## src/inc/exec_pkg.sv

```systemverilog
/*
 * Shared constants for the OR-with-register and pointer-load execution logic.
 * Assumes a core that hands over one 16-bit instruction word per four-phase cycle.
 */
package exec_pkg;
    // ------------------------------------------------------------
    // Instruction phases
    // ------------------------------------------------------------
    typedef enum logic [1:0] {
        PH_Q1 = 2'b00,
        PH_Q2 = 2'b01,
        PH_Q3 = 2'b10,
        PH_Q4 = 2'b11
    } phase_type;

    // ------------------------------------------------------------
    // Encodings and fields
    // ------------------------------------------------------------
    localparam logic [5:0] OR_REG_OPC = 6'h04;
    localparam logic [9:0] PTR_LOAD_OPC = 10'h3B8;
    localparam logic [3:0] PTR_LOAD_WORD2 = 4'hF;
    localparam int OPC_HI = 15;
    localparam int OR_OPC_LO = 10;
    localparam int PTR_OPC_LO = 6;
    localparam int DEST_BIT = 9;
    localparam int ACCESS_BIT = 8;
    localparam int PSEL_HI = 5;
    localparam int PSEL_LO = 4;
    localparam int WORD2_LO = 12;
    localparam logic [1:0] PTR_LAST = 2'h2;
    localparam int PTR_COUNT = 3;
    localparam int INDEX_PTR = 2;

    // ------------------------------------------------------------
    // Addressing
    // ------------------------------------------------------------
    localparam logic [7:0] INDEX_LIMIT = 8'h5F;
    localparam logic [7:0] ACCESS_SPLIT = 8'h80;
    localparam logic [3:0] ACCESS_HI_BANK = 4'hF;
    localparam logic [3:0] ACCESS_LO_BANK = 4'h0;

    // ------------------------------------------------------------
    // Register port map
    // ------------------------------------------------------------
    localparam logic [2:0] REG_CTRL = 3'h0;
    localparam logic [2:0] REG_BANK = 3'h1;
    localparam logic [2:0] REG_ACC = 3'h2;
    localparam logic [2:0] REG_PTR0 = 3'h3;
    localparam logic [2:0] REG_PTR1 = 3'h4;
    localparam logic [2:0] REG_PTR2 = 3'h5;
    localparam logic [2:0] REG_STAT = 3'h6;
    localparam logic CTRL_RESET = 1'b0;
    localparam logic [3:0] BANK_RESET = 4'h0;
    localparam logic [7:0] ACC_RESET = 8'h00;
    localparam logic [11:0] PTR_RESET = 12'h000;
endpackage

```

## src/inc/operand_if.sv

```systemverilog
/*
 * Carries the operand field and addressing state to the address calculator.
 * Assumes the calculator answers combinationally.
 */
`timescale 1ns/1ps
interface operand_if;
    logic [7:0] f;
    logic a;
    logic ext_en;
    logic [3:0] bank;
    logic [11:0] index_base;
    logic [11:0] addr;
    modport core (output f, a, ext_en, bank, index_base, input addr);
    modport calc (input f, a, ext_en, bank, index_base, output addr);
endinterface

```

## src/hdl/operand_addr_gen.sv

```systemverilog
/*
 * Effective data-memory address for a byte-oriented operand.
 * Assumes the core supplies the bank and index pointer values that are current.
 */
`timescale 1ns/1ps
module operand_addr_gen
    import exec_pkg::*;
(
    operand_if.calc op
);
    always_comb begin
        if (op.a) begin
            op.addr = {op.bank, op.f};
        end else if (op.ext_en && (op.f <= INDEX_LIMIT)) begin
            op.addr = op.index_base + {4'h0, op.f};
        end else if (op.f >= ACCESS_SPLIT) begin
            op.addr = {ACCESS_HI_BANK, op.f};
        end else begin
            op.addr = {ACCESS_LO_BANK, op.f};
        end
    end
endmodule

```

## src/hdl/or_pointer_exec.sv

```systemverilog
/*
 * Execution of the register-OR and pointer-load instructions over a four-phase
 * instruction cycle, with a small software register port.
 * Assumes instr_i is stable from the Q1 edge, and that data memory answers a
 * read strobed in Q2 with dm_rdata_i during Q3.
 */
// The placing of the registers and strobed register access were chosen for this implementation.
// Functional notes
// - The pointer load writes its 12-bit literal into the pointer chosen by its two-bit field.
// - Only pointer indexes 0 to 2 are loaded; literals span 0 to 4095.
// - The upper four literal bits go to the high nibble and the lower eight to the low byte.
// - Access bit zero addresses the access bank; one uses the bank select register.
// - Access bit zero, extended set on and operand at most 95 selects indexed literal offset.
// - The register OR decodes in Q1, reads in Q2, processes in Q3, writes in Q4, one cycle.
// - With destination zero the register stays unchanged and the OR goes to the accumulator.
// - Destination zero routes the result to the accumulator, one writes it back to the register.
`timescale 1ns/1ps
module or_pointer_exec
    import exec_pkg::*;
(
    input wire logic mclk_i,
    input wire logic rst_i,
    input wire logic [15:0] instr_i,
    output logic [11:0] dm_addr_o,
    output logic dm_rd_o,
    input wire logic [7:0] dm_rdata_i,
    output logic dm_wr_o,
    output logic [7:0] dm_wdata_o,
    output logic [1:0] phase_o,
    input wire logic [2:0] reg_addr_i,
    input wire logic [15:0] reg_wdata_i,
    input wire logic reg_we_i,
    input wire logic reg_re_i,
    output logic [15:0] reg_rdata_o
);
    phase_type phase_q;
    logic [15:0] instr_q;
    logic word2_q;
    logic [1:0] psel_q;
    logic [11:0] ptr_q [PTR_COUNT];
    logic [7:0] acc_q;
    logic [7:0] result_q;
    logic neg_q;
    logic zero_q;
    logic ext_en_q;
    logic [3:0] bank_q;
    logic [11:0] dm_addr_q;
    logic dm_rd_q;
    logic dm_wr_q;
    logic [7:0] dm_wdata_q;
    logic [15:0] rdata_q;
    logic or_now;
    logic or_op;
    logic ptr_op;
    logic [7:0] or_value;
    operand_if op ();

    // ------------------------------------------------------------
    // Decode
    // ------------------------------------------------------------
    assign or_now = !word2_q && (instr_i[OPC_HI:OR_OPC_LO] == OR_REG_OPC);
    assign or_op = !word2_q && (instr_q[OPC_HI:OR_OPC_LO] == OR_REG_OPC);
    // index 3 is not a pointer load
    assign ptr_op = !word2_q && (instr_q[OPC_HI:PTR_OPC_LO] == PTR_LOAD_OPC)
        && (instr_q[PSEL_HI:PSEL_LO] <= PTR_LAST);
    assign or_value = acc_q | dm_rdata_i;

    assign op.f = instr_i[7:0];
    assign op.a = instr_i[ACCESS_BIT];
    assign op.ext_en = ext_en_q;
    assign op.bank = bank_q;
    assign op.index_base = ptr_q[INDEX_PTR];

    operand_addr_gen u_addr (
        .op(op.calc)
    );

    // ------------------------------------------------------------
    // Phase sequencer
    // ------------------------------------------------------------
    // one instruction per four phases
    always_ff @(posedge mclk_i or posedge rst_i) begin
        if (rst_i) begin
            phase_q <= PH_Q1;
        end else begin
            case (phase_q)
                PH_Q1: phase_q <= PH_Q2;
                PH_Q2: phase_q <= PH_Q3;
                PH_Q3: phase_q <= PH_Q4;
                default: phase_q <= PH_Q1;
            endcase
        end
    end

    always_ff @(posedge mclk_i or posedge rst_i) begin
        if (rst_i) begin
            instr_q <= 16'h0000;
        end else if (phase_q == PH_Q1) begin
            instr_q <= instr_i;
        end
    end

    // ------------------------------------------------------------
    // Register OR datapath
    // ------------------------------------------------------------
    // read strobe in Q2, write strobe in Q4
    always_ff @(posedge mclk_i or posedge rst_i) begin
        if (rst_i) begin
            dm_addr_q <= 12'h000;
            dm_rd_q <= 1'b0;
            dm_wr_q <= 1'b0;
            dm_wdata_q <= 8'h00;
            result_q <= 8'h00;
        end else begin
            dm_rd_q <= 1'b0;
            dm_wr_q <= 1'b0;
            if (phase_q == PH_Q1) begin
                dm_addr_q <= op.addr;
                dm_rd_q <= or_now;
            end
            if ((phase_q == PH_Q3) && or_op) begin
                result_q <= or_value;
                dm_wdata_q <= or_value;
                dm_wr_q <= instr_q[DEST_BIT];
            end
        end
    end

    // Core update wins over a software write in the same cycle
    always_ff @(posedge mclk_i or posedge rst_i) begin
        if (rst_i) begin
            acc_q <= ACC_RESET;
        end else if ((phase_q == PH_Q4) && or_op && !instr_q[DEST_BIT]) begin
            acc_q <= result_q;
        end else if (reg_we_i && (reg_addr_i == REG_ACC)) begin
            acc_q <= reg_wdata_i[7:0];
        end
    end

    always_ff @(posedge mclk_i or posedge rst_i) begin
        if (rst_i) begin
            neg_q <= 1'b0;
            zero_q <= 1'b0;
        end else if ((phase_q == PH_Q4) && or_op) begin
            neg_q <= result_q[7];
            zero_q <= (result_q == 8'h00);
        end
    end

    // ------------------------------------------------------------
    // Pointer load
    // ------------------------------------------------------------
    // high nibble on word one, low byte on word two
    always_ff @(posedge mclk_i or posedge rst_i) begin
        if (rst_i) begin
            word2_q <= 1'b0;
            psel_q <= 2'h0;
            for (int i = 0; i < PTR_COUNT; i++) begin
                ptr_q[i] <= PTR_RESET;
            end
        end else if (phase_q == PH_Q4) begin
            if (ptr_op) begin
                psel_q <= instr_q[PSEL_HI:PSEL_LO];
                ptr_q[instr_q[PSEL_HI:PSEL_LO]][11:8] <= instr_q[3:0];
                word2_q <= 1'b1;
            end else if (word2_q) begin
                ptr_q[psel_q][7:0] <= instr_q[7:0];
                word2_q <= 1'b0;
            end
        end
    end

    // ------------------------------------------------------------
    // Register port
    // ------------------------------------------------------------
    always_ff @(posedge mclk_i or posedge rst_i) begin
        if (rst_i) begin
            ext_en_q <= CTRL_RESET;
            bank_q <= BANK_RESET;
        end else if (reg_we_i) begin
            if (reg_addr_i == REG_CTRL) begin
                ext_en_q <= reg_wdata_i[0];
            end else if (reg_addr_i == REG_BANK) begin
                bank_q <= reg_wdata_i[3:0];
            end
        end
    end

    always_ff @(posedge mclk_i or posedge rst_i) begin
        if (rst_i) begin
            rdata_q <= 16'h0000;
        end else if (reg_re_i) begin
            if (reg_addr_i == REG_CTRL) begin
                rdata_q <= {15'h0000, ext_en_q};
            end else if (reg_addr_i == REG_BANK) begin
                rdata_q <= {12'h000, bank_q};
            end else if (reg_addr_i == REG_ACC) begin
                rdata_q <= {8'h00, acc_q};
            end else if (reg_addr_i == REG_PTR0) begin
                rdata_q <= {4'h0, ptr_q[0]};
            end else if (reg_addr_i == REG_PTR1) begin
                rdata_q <= {4'h0, ptr_q[1]};
            end else if (reg_addr_i == REG_PTR2) begin
                rdata_q <= {4'h0, ptr_q[2]};
            end else if (reg_addr_i == REG_STAT) begin
                rdata_q <= {13'h0000, word2_q, neg_q, zero_q};
            end else begin
                rdata_q <= 16'h0000;
            end
        end else begin
            rdata_q <= 16'h0000;
        end
    end

    assign dm_addr_o = dm_addr_q;
    assign dm_rd_o = dm_rd_q;
    assign dm_wr_o = dm_wr_q;
    assign dm_wdata_o = dm_wdata_q;
    assign phase_o = phase_q;
    assign reg_rdata_o = rdata_q;
endmodule

```

## config.mk

```make
export PLATFORM = sky130hd
export DESIGN_NAME = or_pointer_exec
export DESIGN_NICKNAME = d
export VERILOG_FILES = /design/src/inc/exec_pkg.sv /design/src/inc/operand_if.sv /design/src/hdl/operand_addr_gen.sv /design/src/hdl/or_pointer_exec.sv
export SDC_FILE = /design/constraint.sdc
export NUM_CORES = 1
export LEC_CHECK = 0
export ABC_AREA = 1
export BUFFER_PORTS_ARGS = -buffer_cell sky130_fd_sc_hd__buf_2
export CAP_MARGIN = 20
export CORE_MARGIN = 2
export CORE_UTILIZATION = 39
export CTS_CLUSTER_DIAMETER = 60
export DETAILED_ROUTE_END_ITERATION = 7
export SYNTH_ARGS = -nofsm -noshare
export SYNTH_HDL_FRONTEND = slang
export SYNTH_HIERARCHICAL = 1
export SYNTH_SLANG_ARGS = --single-unit
```

## constraint.sdc

```tcl
create_clock -name mclk_i -period 4.3 [get_ports mclk_i]
set_input_delay 0.645 -clock mclk_i [delete_from_list [all_inputs] [get_ports mclk_i]]
set_output_delay 0.645 -clock mclk_i [all_outputs]
set_load 0.05 [all_outputs]
```

## Word-level counts from Yosys, hierarchy flattened

Index checks and enable logic that the tools add are counted.

- Magnitude comparators: 7
- Add/subtract/negate cells: 1
- Eq/ne operators: 12
- Reduce and logical (&&, ||, !) cells: 22
- Bitwise gates (word level): 4
- Mux-type cells: 25

Operators by type and width:

| operator | number |
|---|---|
| $mux 12 | 10 |
| $bwmux 36 | 2 |
| $mux 36 | 2 |
| $demux 12 s2 | 2 |
| $mux 8 | 3 |
| $mux 16 | 1 |
| $add 12x8->12 | 1 |
| $eq 6x3->1 const B | 2 |
| $logic_and 1x1->1 | 11 |
| $eq 10x10->1 const B | 1 |
| $eq 3x3->1 const B | 3 |
| $ge 8x8->1 const B | 1 |
| $le 8x7->1 const B | 1 |
| $logic_not 8->1 | 1 |
| $or 8x8->8 | 1 |
| $eq 3x2->1 const B | 2 |
| $ge 3x3->1 const B | 2 |
| $lt 3x1->1 const B | 2 |
| $not 2->3 | 2 |
| $pmux 2 s3 | 1 |
| $reduce_and 2->1 | 3 |
| $eq 2x2->1 const B | 2 |
| $reduce_bool 2->1 | 2 |
| $eq 3x1->1 const B | 1 |
| 9 further kinds | 12 |

- Flip-flop bits (word level): 110
- Input bits: 47

## Logic depth before layout (Yosys ltp)

Gate-level depths: netlist of run 1.

- Depth in word-level cells: 9
- Mapped depth: 12
- Mapped depth without buffers: 12

## By module

Netlist of run 1, hierarchy kept.

By module, submodules not included:

| module | times used | cells an instance | area each (sq um) |
|---|---|---|---|
| or_pointer_exec | 1 | 546 | 4713.3 |
| operand_addr_gen | 1 | 138 | 710.7 |

## Worst setup path after synthesis of run 1

OpenSTA, ideal clock, no wires.

- Kind: input-to-reg
- Start: in instr_i[0]
- End: reg dm_addr_q[8], in the netlist dm_addr_o[8]
- Cell stages on the path: 10
- Library setup time: 0.066 ns
- Arrival time: 1.875 ns
- Path buffers: 0
- Required time: 4.234 ns
- Setup slack: 2.359 ns
- Path through: ha_1 inv_1 fa_1 nor2_1 o21ai_0 nand3b_1 nand3_1 a21oi_1 nand2_1 nand2_1

- Cells in the longest elaborated chain, start to end: 4
- Elaborated cells between the ends (all ways): 7

Ends and longest elaborated chain:

| item | RTL line | RTL |
|---|---|---|
| start, declared | or_pointer_exec.sv:23 | `input wire logic [15:0] instr_i,` |
| $ge 8x8->1 or $le 8x7->1 (tied branches) | operand_addr_gen.sv:16, operand_addr_gen.sv:14 |  |
| $mux 12 or $logic_and 1x1->1 (tied branches) | operand_addr_gen.sv:16, operand_addr_gen.sv:14 |  |
| $mux 12 * | operand_addr_gen.sv:14 | `end else if (op.ext_en && (op.f <= INDEX_LIMIT)) begin` |
| $mux 12 * | operand_addr_gen.sv:12 | `if (op.a) begin` |
| named net op.addr[8] | operand_if.sv:12 | `logic [11:0] addr;` |
| end signal, assigned | or_pointer_exec.sv:118 | `dm_addr_q <= op.addr;` |
| end, declared | or_pointer_exec.sv:47 | `logic [11:0] dm_addr_q;` |

The timed path passes the listed nets; every way through them passes the cells marked *.
A chain may end at the register's enable or synchronous reset.

## Worst setup path after layout of run 1

- Start: reg phase_q[0], in the netlist phase_o[0]
- End: reg dm_addr_q[1], in the netlist dm_addr_o[1]

- Cells in the longest elaborated chain, start to end: 1

Ends and longest elaborated chain:

| item | RTL line | RTL |
|---|---|---|
| start, declared | or_pointer_exec.sv:36 | `phase_type phase_q;` |
| start signal, assigned | or_pointer_exec.sv:84 | `phase_q <= PH_Q1;` |
| start signal, assigned | or_pointer_exec.sv:87 | `PH_Q1: phase_q <= PH_Q2;` |
| start signal, assigned | or_pointer_exec.sv:88 | `PH_Q2: phase_q <= PH_Q3;` |
| $logic_not 2->1 | or_pointer_exec.sv:117 | `if (phase_q == PH_Q1) begin` |

Every way passes these cells.

==> results of run 1 <==
[cell usage in the layout (no fill, tap or decap), types with 4 or more instances in the layout]
| cell | Yosys | final |
|---|---|---|
| inv_1 | 82 | 81 |
| nand3_1 | 83 | 83 |
| a21oi_1 | 17 | 17 |
| dfrtp_1 | 106 | 106 |
| nand2_1 | 209 | 209 |
| nor2_2 | 7 | 7 |
| o22ai_1 | 5 | 5 |
| inv_2 | 4 | 4 |
| nor2_1 | 29 | 29 |
| ha_1 | 11 | 11 |
| nor4_1 | 4 | 4 |
| nand2_4 | 4 | 4 |
| o21ai_0 | 65 | 65 |
| conb_1 | 1 | 4 |
| buf_2 | 2 | 74 |
| nand4_1 | 11 | 11 |
| clkbuf_16 | 0 | 9 |
[logic make-up after synthesis]
kind of cell | after synthesis | share of synthesized area, %
AOI/OAI and AO/OA | 91 | 8.60
xor gates and xnor gates | 5 | 0.808
adders and majority gates | 12 | 2.91
buffers and inverters | 104 | 7.94
DFF | 106 | 48.9
muxes | 4 | 0.807
other | 1 | 0.0691
and+or+nand+nor | 361 | 30.0
[routing by layer]
layer,global-route usage [%],vias to the layer above
li1,-,2353
met1,27.0,2281
met2,32.1,98
met3,4.07,13
met4,5.17,0
met5,0,-
[flip-flops by register name, indices dropped and copies added (netlist names), 2 cells and up]
signal / flops
op.index_base: 12
phase_o: 2
dm_addr_o: 12
psel_q: 2
dm_wdata_o: 8
reg_rdata_o: 12
instr_q: 16
acc_q: 8
bank_q: 4
ptr_q: 24
[final timing paths]
| kind | start | end | cells past startpoint |
|---|---|---|---|
| max | phase_o[0] | dm_addr_o[1] | 6 |
| min reg2reg | dm_addr_o[4] | dm_addr_o[4] | 2 |
| max in group asynchronous | rst_i | op.index_base[5] | 3 |
| max reg2reg | phase_o[0] | dm_addr_o[1] | 6 |
| min | rst_i | ptr_q[16] | 2 |
| min in group mclk_i | dm_addr_o[4] | dm_addr_o[4] | 2 |
[layout make-up]
cell class	instances	area share [%]
Timing Repair Buffer	77	6.29
Sequential cell	106	42.5
Clock inverter	5	0.701
Tap cell	180	3.60
Clock buffer	11	4.04
Multi-Input combinational cell	477	37.6
Inverter	87	5.27
[where the power goes]
| group | switching (W) | internal (W) |
|---|---|---|
| combinational | 0.000205 | 0.0000758 |
| clock | 0.000395 | 0.000433 |
| sequential | 0.0000480 | 0.00105 |
[stage by stage]
stage / total power [W] / hold WS, ns / std cells / util, %
after floorplan: 0.00131 / 0.437 / 687 / -
after global placement: 0.00140 / 0.450 / 927 / 43.4
after detailed placement: 0.00140 / 0.453 / 927 / 43.4
after CTS: 0.00224 / 0.312 / 943 / 45.5
after global routing: 0.00231 / 0.333 / 943 / 45.5
final: 0.00221 / 0.299 / 943 / 45.5
==> key figures, run 1 <==
Synthesis
  – Top cells by count, synth: 209 x nand2_1, 106 x dfrtp_1, 83 x nand3_1
  – Top post-synthesis cells by area: dfrtp_1 49%, nand2_1 14%, nand3_1 7.7%, o21ai_0 6.0%, inv_1 5.7%
  – Seq/Total Area, Yosys: 48.9%
  – Async S/R FF share, synth: 100%
  – Yosys reg bits: 106
  – YS warnings: 6
  – Number of enable flip-flop cells after synthesis: 0
  – Post-Syn Area per Cell: 7.93 µm²
  – Largest area contributor in the netlist: dfrtp_1
  – Netlist cell types: 36
  – Mapped Area: 0.00542 mm²
  – Count leader, synth: nand2_1
  – Post-synth top area share: 48.9%
  – Top_reg_cell synth: dfrtp_1
  – Cells after Synth: 684

Routing
  – WL met3: 579 µm
  – Uppermost layer routed: met4
  – Drc violations: 0
  – Detailed Route Iter0 Violations: 319
  – Post-DR vias/cell: 5.03
  – Routed wire length on met2: 6500 µm
  – Via count: 4745
  – WL final: 13800 µm
  – Routed WL per cell: 14.7 µm
  – DRT met1 WL: 6570 µm
  – Post-DRT Antenna Nets: 0
  – Count of TritonRoute iterations in the first routing pass: 5

CTS
  – CTS Sinks: 106
  – Resized cells post-CTS: 0
  – Post-CTS Setup Inserts: 0
  – Clk_lat worst skew: 0.36 ns
  – CTS tree: built
  – Clk buf depth: 2
  – H-tree lvl count: 3
  – CTS Hold Buffers Added: 0
  – Clk pin slew, worst setup/hold paths: 0.08 ns
  – Clock root buffer: clkbuf_16
  – CTS Buf Count: 9

Global route
  – Grt total ovfl: 0
  – Global-route wire length before repair: 22700 µm
  – Number of global-route vias before repair: 4533
  – Initial antenna violation count: 0
  – Global Route Usage Sum: 19.7%
  – Largest net degree at the start of global routing: 43

Power
  – Peak VDD IR: 0.000185 V
  – PD cells: 354 mW/mm²
  – Leak Pwr: 3.31 nW

Run
  – Max Cap Violations: 0

Setup path
  – Register-to-Register Setup Slack: 2.18 ns
  – Worst path cell trace: inv_1 > ha_1 > buf_4 > clkinv_1 > nand2_1 > nand2_1
  – Crit path max-delay family: buffers and inverters
  – Crit path kind: reg -> reg
  – CP required: 4.54 ns
  – Worst-path maximum fanout: 41
  – CP dominant cell by count: nand2_1
  – Worst path max stage delay: 0.65 ns
  – CP Buf/Inv Count: 3
  – Startpoint types: register
  – Crit end category: register
  – Critical path arrival: 2.37 ns
  – Slowest-stage cell, CP: clkinv_1

Floorplan
  – Die width: 122 µm
  – Initial Utilization: 39.5%
  – Die Y: 122 µm
  – Core area: 0.0137 mm²
  – Std cell rows: 43
  – Die area: 0.0149 mm²
  – IO Pins: 87

Layout
  – Ant diodes: 0
  – Nets: 817
  – Layout cells sized above 1: 16.0%
  – Multi-input gate area: 0.00235 mm²
  – Fillers: 1400
  – Final instance area: 0.00625 mm²
  – Reg area: 0.00265 mm²
  – P&R area growth vs syn: 15.2%

STA
  – Slew Viols, Final: 0
  – Final hold violations: 0
  – Setup Skew: 0.0105 ns
  – Normalized max-slew margin: 55.3%
  – Endpoints failing setup: 0
  – RSZ-0062 raised after global routing: false
  – Fin crit share: 49.4%
  – Setup TNS: 0 ns
  – Peak Freq: 471 MHz
  – Fin crit period: 2.12 ns
  – Worst setup margin: 2.18 ns
  – Slew at the pin closest to its max-slew limit: 0.669 ns

Status
  – Status: finished, final reports clean

Hold path
  – Hold Crit Class: in -> async

Placement
  – Worst slack at placement: 1.99 ns
  – Dpl hpwl: 10200 µm
  – Post-DP Area: 0.00595 mm²
  – # port buffers: 74
  – RD Place Congestion: 0.826
Power figures use the tool's default switching activity.
==> run 2, diff against run 1 <==
==> constraint.sdc (replaced) <==
create_clock -name mclk_i -period 2.1 [get_ports mclk_i]
set_input_delay 0.315 -clock mclk_i [delete_from_list [all_inputs] [get_ports mclk_i]]
set_output_delay 0.315 -clock mclk_i [all_outputs]
set_load 0.05 [all_outputs]
==> run 2 against run 1 <==
First-iteration DRC count shrank 2.5%. Global-route usage is essentially flat. Sequential share of layout area shrank 0.57 points. Count of clock-buffer cells in the layout grew 1. Final cell count grew 0.85%. Register-to-register slack lost 2.0 ns. Clock power grew 100%. Sequential cell count is the same. Worst hold slack lost 0.13 ns. Critical path depth grew 4. Die area is the same. Critical path type unchanged. Largest cell class unchanged.
==> key figures, run 2 (synthesized netlist as in run 1, its figures left out) <==
Placement
  – Post-DP Area: 0.00602 mm²
  – RD Place Congestion: 0.830
  – Dpl hpwl: 10200 µm
  – Placed Instances: 933
  – # port buffers: 74

Global route
  – Largest net degree at the start of global routing: 60
  – Initial antenna violation count: 0
  – Number of global-route vias before repair: 4478
  – Grt total ovfl: 0
  – Global-route wire length before repair: 22700 µm
  – Global Route Usage Sum: 19.7%

Power
  – Leak Pwr: 3.35 nW
  – Peak VDD IR: 0.000368 V
  – PD cells: 713 mW/mm²

CTS
  – CTS Buf Count: 9
  – Clk buf depth: 2
  – CTS tree: built
  – Clk pin slew, worst setup/hold paths: 0.07 ns
  – CTS Sinks: 106
  – H-tree lvl count: 3
  – Clock root buffer: clkbuf_16
  – Clk_lat worst skew: 0.36 ns

Status
  – Status: finished, final reports clean

Routing
  – WL final: 13800 µm
  – Routed WL per cell: 14.5 µm
  – Count of TritonRoute iterations in the first routing pass: 5
  – Post-DRT Antenna Nets: 0
  – Drc violations: 0
  – Via count: 4699
  – Detailed Route Iter0 Violations: 311
  – Post-DR vias/cell: 4.94

STA
  – Fin crit share: 89.6%
  – Setup TNS: 0 ns
  – Endpoints failing setup: 0
  – Normalized max-slew margin: 65.1%
  – Final hold violations: 0
  – Slew at the pin closest to its max-slew limit: 0.522 ns
  – Setup Skew: 0.0111 ns
  – Fin crit period: 1.88 ns
  – Peak Freq: 532 MHz
  – RSZ-0062 raised after global routing: false
  – Slew Viols, Final: 0

Floorplan
  – Std cell rows: 43
  – Initial Utilization: 39.5%
  – Die area: 0.0149 mm²
  – Die Y: 122 µm
  – Core area: 0.0137 mm²
  – Die width: 122 µm
  – IO Pins: 87

Layout
  – Commonest non-fill, non-tap cell in the layout: nand2_1
  – Layout cells sized above 1: 16.7%
  – Leading registers by flop count: ptr_q: 24 flops, instr_q: 16 flops
  – Most flops, register: ptr_q
  – Max reg flops: 24
  – Ant diodes: 0
  – Final Non-Filler Cells: 951
  – Most frequent cells in the layout: 209 x nand2_1, 106 x dfrtp_1, 83 x nand3_1, 81 x inv_1, 74 x buf_2
  – Final core occ: 46.2%
  – Final instance area: 0.00633 mm²
  – Nets: 825
  – P&R area growth vs syn: 16.8%
  – Fillers: 1377

Setup path
  – Startpoint types: register
  – Crit end category: register
  – Crit path kind: reg -> reg
  – Critical path arrival: 2.18 ns
  – Worst-path maximum fanout: 3
  – CP required: 2.40 ns

Run
  – Max Cap Violations: 0

Hold path
  – Hold Crit Class: in -> reg
[run 2: cell count changes in the layout (fill, tap and decap cells not counted), sizes merged]
cell         previous run  this run
buf                    77        84
clkbuf                 11        12
clkinv                  1         2
dlygate4sd3             0         1
inv                    89        87
[run 2: worst max-delay path, cell delays in order (launching register included)]
cell,delay [ns]
dfrtp_1,0.39
ha_2,0.22
inv_1,0.06
fa_1,0.43
nor2_1,0.17
o21ai_1,0.11
nand3b_1,0.10
nand3_1,0.08
a21oi_1,0.13
nand2_1,0.06
nand2_1,0.07
[run 2: through the flow]
| stage | hold WS, ns | worst slack [ns] | power [W] |
|---|---|---|---|
| after floorplan | 0.432 | 0.437 | 0.00269 |
| after global placement | 0.366 | 0.173 | 0.00288 |
| after detailed placement | 0.371 | 0.111 | 0.00289 |
| after CTS | 0.161 | 0.111 | 0.00456 |
| after global routing | 0.180 | 0.0327 | 0.00473 |
| final | 0.172 | 0.219 | 0.00452 |
[run 2: per-layer routing]
metal  track usage [%]  wire length (µm)  part of all wire [%]  up-vias
met5                 0                 0                     0        -
met4              7.04               238                   1.7        0
met3              3.28               581                   4.2       16
met2              31.7              6430                    47      103
met1              27.0              6500                    47     2217
li1                  -                 -                     -     2363
[run 2: final cells by class]
class,count,area (µm²),share of cell area (%)
multi-input combinational,477,2350,37.2
inverter,87,330,5.22
tap,180,225,3.56
timing repair buffer,85,480,7.59
clock buffer,12,256,4.05
clock inverter,4,33.8,0.533
sequential,106,2650,41.9
[run 2: final timing paths]
| check | from | endpoint | slack (ns) | cells past startpoint |
|---|---|---|---|---|
| hold / removal | instr_i[9] | instr_q[9] | 0.17 | 3 |
| hold reg to reg | dm_addr_o[4] | dm_addr_o[4] | 0.47 | 2 |
| setup reg to reg | op.index_base[0] | dm_addr_o[8] | 0.22 | 10 |
| max in group asynchronous | rst_i | instr_q[15] | 0.90 | 4 |
| setup / recovery | op.index_base[0] | dm_addr_o[8] | 0.22 | 10 |
| min in group asynchronous | rst_i | dm_addr_o[9] | 0.53 | 3 |
[run 2: where the power goes]
part | switching (W) | leakage (nW) | total (W) | internal [W]
logic | 0.000420 | 1.85 | 0.000585 | 0.000165
clock network | 0.000790 | 0.140 | 0.00167 | 0.000882
registers | 0.000101 | 1.35 | 0.00226 | 0.00216
total | 0.00131 | 3.35 | 0.00452 | 0.00321
[run 2: what timing repair did]
action                     CTS  global route
setup endpoints to repair    0             2
hold buffers                 1             0
setup buffers                0             1
resized for setup            0             2
hold endpoints to repair    18             0
==> run 3, diff against run 2 <==
--- a/config.mk
+++ b/config.mk
@@ -14,5 +14,4 @@
 export DETAILED_ROUTE_END_ITERATION = 7
 export SYNTH_ARGS = -nofsm -noshare
 export SYNTH_HDL_FRONTEND = slang
-export SYNTH_HIERARCHICAL = 1
 export SYNTH_SLANG_ARGS = --single-unit
==> constraint.sdc (replaced) <==
create_clock -name mclk_i -period 1.7 [get_ports mclk_i]
set_input_delay 0.255 -clock mclk_i [delete_from_list [all_inputs] [get_ports mclk_i]]
set_output_delay 0.255 -clock mclk_i [all_outputs]
set_load 0.02 [all_outputs]
==> run 3 against run 2 <==
Sequential power rose by 24%. Register-to-register slack got worse by 0.19 ns. Routed wire length rose by 10%. Largest cell class unchanged.
==> key figures, run 3 <==
Status
  – Status: finished, final reports clean

Synthesis
  – Largest family of logic cells by synthesized area: simple AND/OR/NAND/NOR gates
  – Synth Area in Compound Gates: 8.78%
  – Number of enable flip-flop cells after synthesis: 0
  – Post-Syn Area per Cell: 7.77 µm²
  – Netlist cell types: 39
  – Count leader, synth: nand2_1
  – YS warnings: 0
  – Async S/R FF share, synth: 100%
  – Simple-gate share of the synthesized area: 31.3%
  – Top post-synthesis cells by area: dfrtp_1 49%, nand2_1 17%, nand3_1 6.3%, inv_1 5.0%, o21ai_0 4.4%
  – Seq/Total Area, Yosys: 49.1%
  – Mapped Area: 0.00540 mm²
  – Multiplexer area fraction after synthesis: 0%
  – Top_reg_cell synth: dfrtp_1
  – Post-Synth XOR/XNOR Area: 0.487%
  – Cells after Synth: 695
  – Post-synth top area share: 49.1%
  – Yosys reg bits: 106
  – Top cells by count, synth: 240 x nand2_1, 106 x dfrtp_1, 72 x inv_1
  – Adder-cell share of the synthesized area: 2.92%
  – Largest area contributor in the netlist: dfrtp_1

Global route
  – M1 GR Usage: 29.5%
  – Met2 usage: 32.7%
  – Global Route Usage Sum: 21.0%
  – Number of global-route vias before repair: 4640
  – Met3 usage: 3.60%
  – Global-route wire length before repair: 23900 µm
  – Largest net degree at the start of global routing: 54
  – Most used routing layer: met2
  – Grt total ovfl: 0
  – Initial antenna violation count: 0

STA
  – Setup Skew: 0.00815 ns
  – Setup TNS: 0 ns
  – Endpoints failing setup: 0
  – RSZ-0062 raised after global routing: true
  – Slew Viols, Final: 0
  – Fin crit share: 98.1%
  – Final hold violations: 0
  – Peak Freq: 599 MHz
  – Fin crit period: 1.67 ns

Power
  – PD cells: 832 mW/mm²
  – Peak VDD IR: 0.000523 V
  – Total power: 0.00578 W
  – Leak Pwr: 3.65 nW

Setup path
  – Critical path arrival: 1.92 ns
  – Crit end category: register
  – CP required: 1.95 ns
  – Worst-path maximum fanout: 3
  – Crit path kind: reg -> reg
  – Startpoint types: register

Floorplan
  – Core area: 0.0134 mm²
  – Die width: 122 µm
  – Std cell rows: 42
  – Die area: 0.0148 mm²
  – IO Pins: 87
  – Initial Utilization: 40.3%
  – Die Y: 122 µm

Layout
  – Leading registers by flop count: ptr_q: 24 flops, instr_q: 16 flops
  – Ant diodes: 0
  – P&R area growth vs syn: 28.7%
  – Commonest non-fill, non-tap cell in the layout: nand2_1
  – Most frequent cells in the layout: 230 x nand2_1, 105 x dfrtp_1, 74 x buf_2, 67 x inv_1, 59 x nand3_1
  – Max reg flops: 24
  – Multi-input gate area: 0.00259 mm²
  – Most flops, register: ptr_q
  – Nets: 878
  – Layout cells sized above 1: 25.6%
  – Reg area: 0.00265 mm²
  – Fillers: 1283

CTS
  – CTS Buf Count: 9
  – Clk buf depth: 2
  – Clock root buffer: clkbuf_16
  – CTS tree: built
  – Clk_lat worst skew: 0.36 ns
  – H-tree lvl count: 3
  – Clk pin slew, worst setup/hold paths: 0.07 ns
  – CTS Sinks: 106

Routing
  – Drc violations: 0
  – Count of TritonRoute iterations in the first routing pass: 5
  – Detailed Route Iter0 Violations: 391
  – WL final: 15100 µm
  – Post-DR vias/cell: 5.03
  – Routed WL per cell: 15.1 µm
  – Via count: 5030
  – Post-DRT Antenna Nets: 0

Hold path
  – Hold Crit Class: in -> reg

Run
  – Max Cap Violations: 0

Placement
  – RD Place Congestion: 0.890
  – # port buffers: 74
  – Dpl hpwl: 11100 µm
==> run 3: metrics by stage <==
step                      util, %  setup WS (ns)  instances  cell area (µm²)  hold WS [ns]
final                        51.8         0.0316       1000             6950        0.0845
after global routing         51.8        -0.0676       1000             6950        0.0788
after CTS                    50.2        0.00670        994             6730        0.0739
after detailed placement     47.0        -0.0875        977             6300         0.245
after global placement       47.0        -0.0693        977             6300         0.241
after floorplan                 -        0.00492        698             5410         0.325
==> run 3: final timing paths <==
path                            depth (start not counted)              from            end  slack, ns
worst max-delay path                                   13  op.index_base[0]  dm_addr_o[10]       0.03
worst min-delay path                                    2       instr_i[15]        dm_rd_o       0.08
worst max register to register                         13  op.index_base[0]  dm_addr_o[10]       0.03
worst min register to register                          2         ptr_q[19]      ptr_q[19]       0.47
max in group asynchronous                               4             rst_i        word2_q       0.68
min in group asynchronous                               3             rst_i      ptr_q[21]       0.42
==> run 3: kinds of logic after synthesis <==
group	Yosys count
buf+inv	96
xor+xnor	3
simple gates	393
fa+ha+maj	12
other cells	1
compound gates	84
flops	106
==> run 3: critical path, cell delays in order, from the launching register on <==
cell and delay, ns:
dfrtp_1 0.35, ha_2 0.19, inv_2 0.04, fa_2 0.34, inv_2 0.07, nand2_2 0.04
nand3_2 0.07, nand3_2 0.10, nand2_4 0.09, nand3_2 0.07, nand3_2 0.06, nand2_1 0.05
nand2_1 0.05, nand2_1 0.05
==> run 3: where the power goes <==
group / total [W] / switching (W) / internal (W)
sequential: 0.00280 / 0.000133 / 0.00266
clock: 0.00235 / 0.000970 / 0.00138
combinational: 0.000633 / 0.000397 / 0.000236
==> run 3: per-layer routing <==
metal  part of all wire [%]  routed length (µm)  vias up
met2                     46                7000      147
li1                       -                   -     2478
met4                    2.1                 317        0
met1                     47                7070     2385
met5                      0                   0        -
met3                    5.0                 764       20
==> run 3: repair_timing <==
action,4_1_cts,5_1_grt
hold endpoints to repair,11,0
pin swaps,3,9
buffers inserted,0,5
cloned,0,1
hold buffers,1,0
gates resized for setup,12,50
endpoints found under the setup margin,7,55
==> run 3: final cells by class <==
type | count | share of cell area (%)
Clock buffer | 11 | 3.64
Clock inverter | 5 | 1.24
Inverter | 77 | 4.36
Multi-Input combinational cell | 496 | 37.3
Sequential cell | 106 | 38.2
Tap cell | 176 | 3.17
Timing Repair Buffer | 129 | 12.1
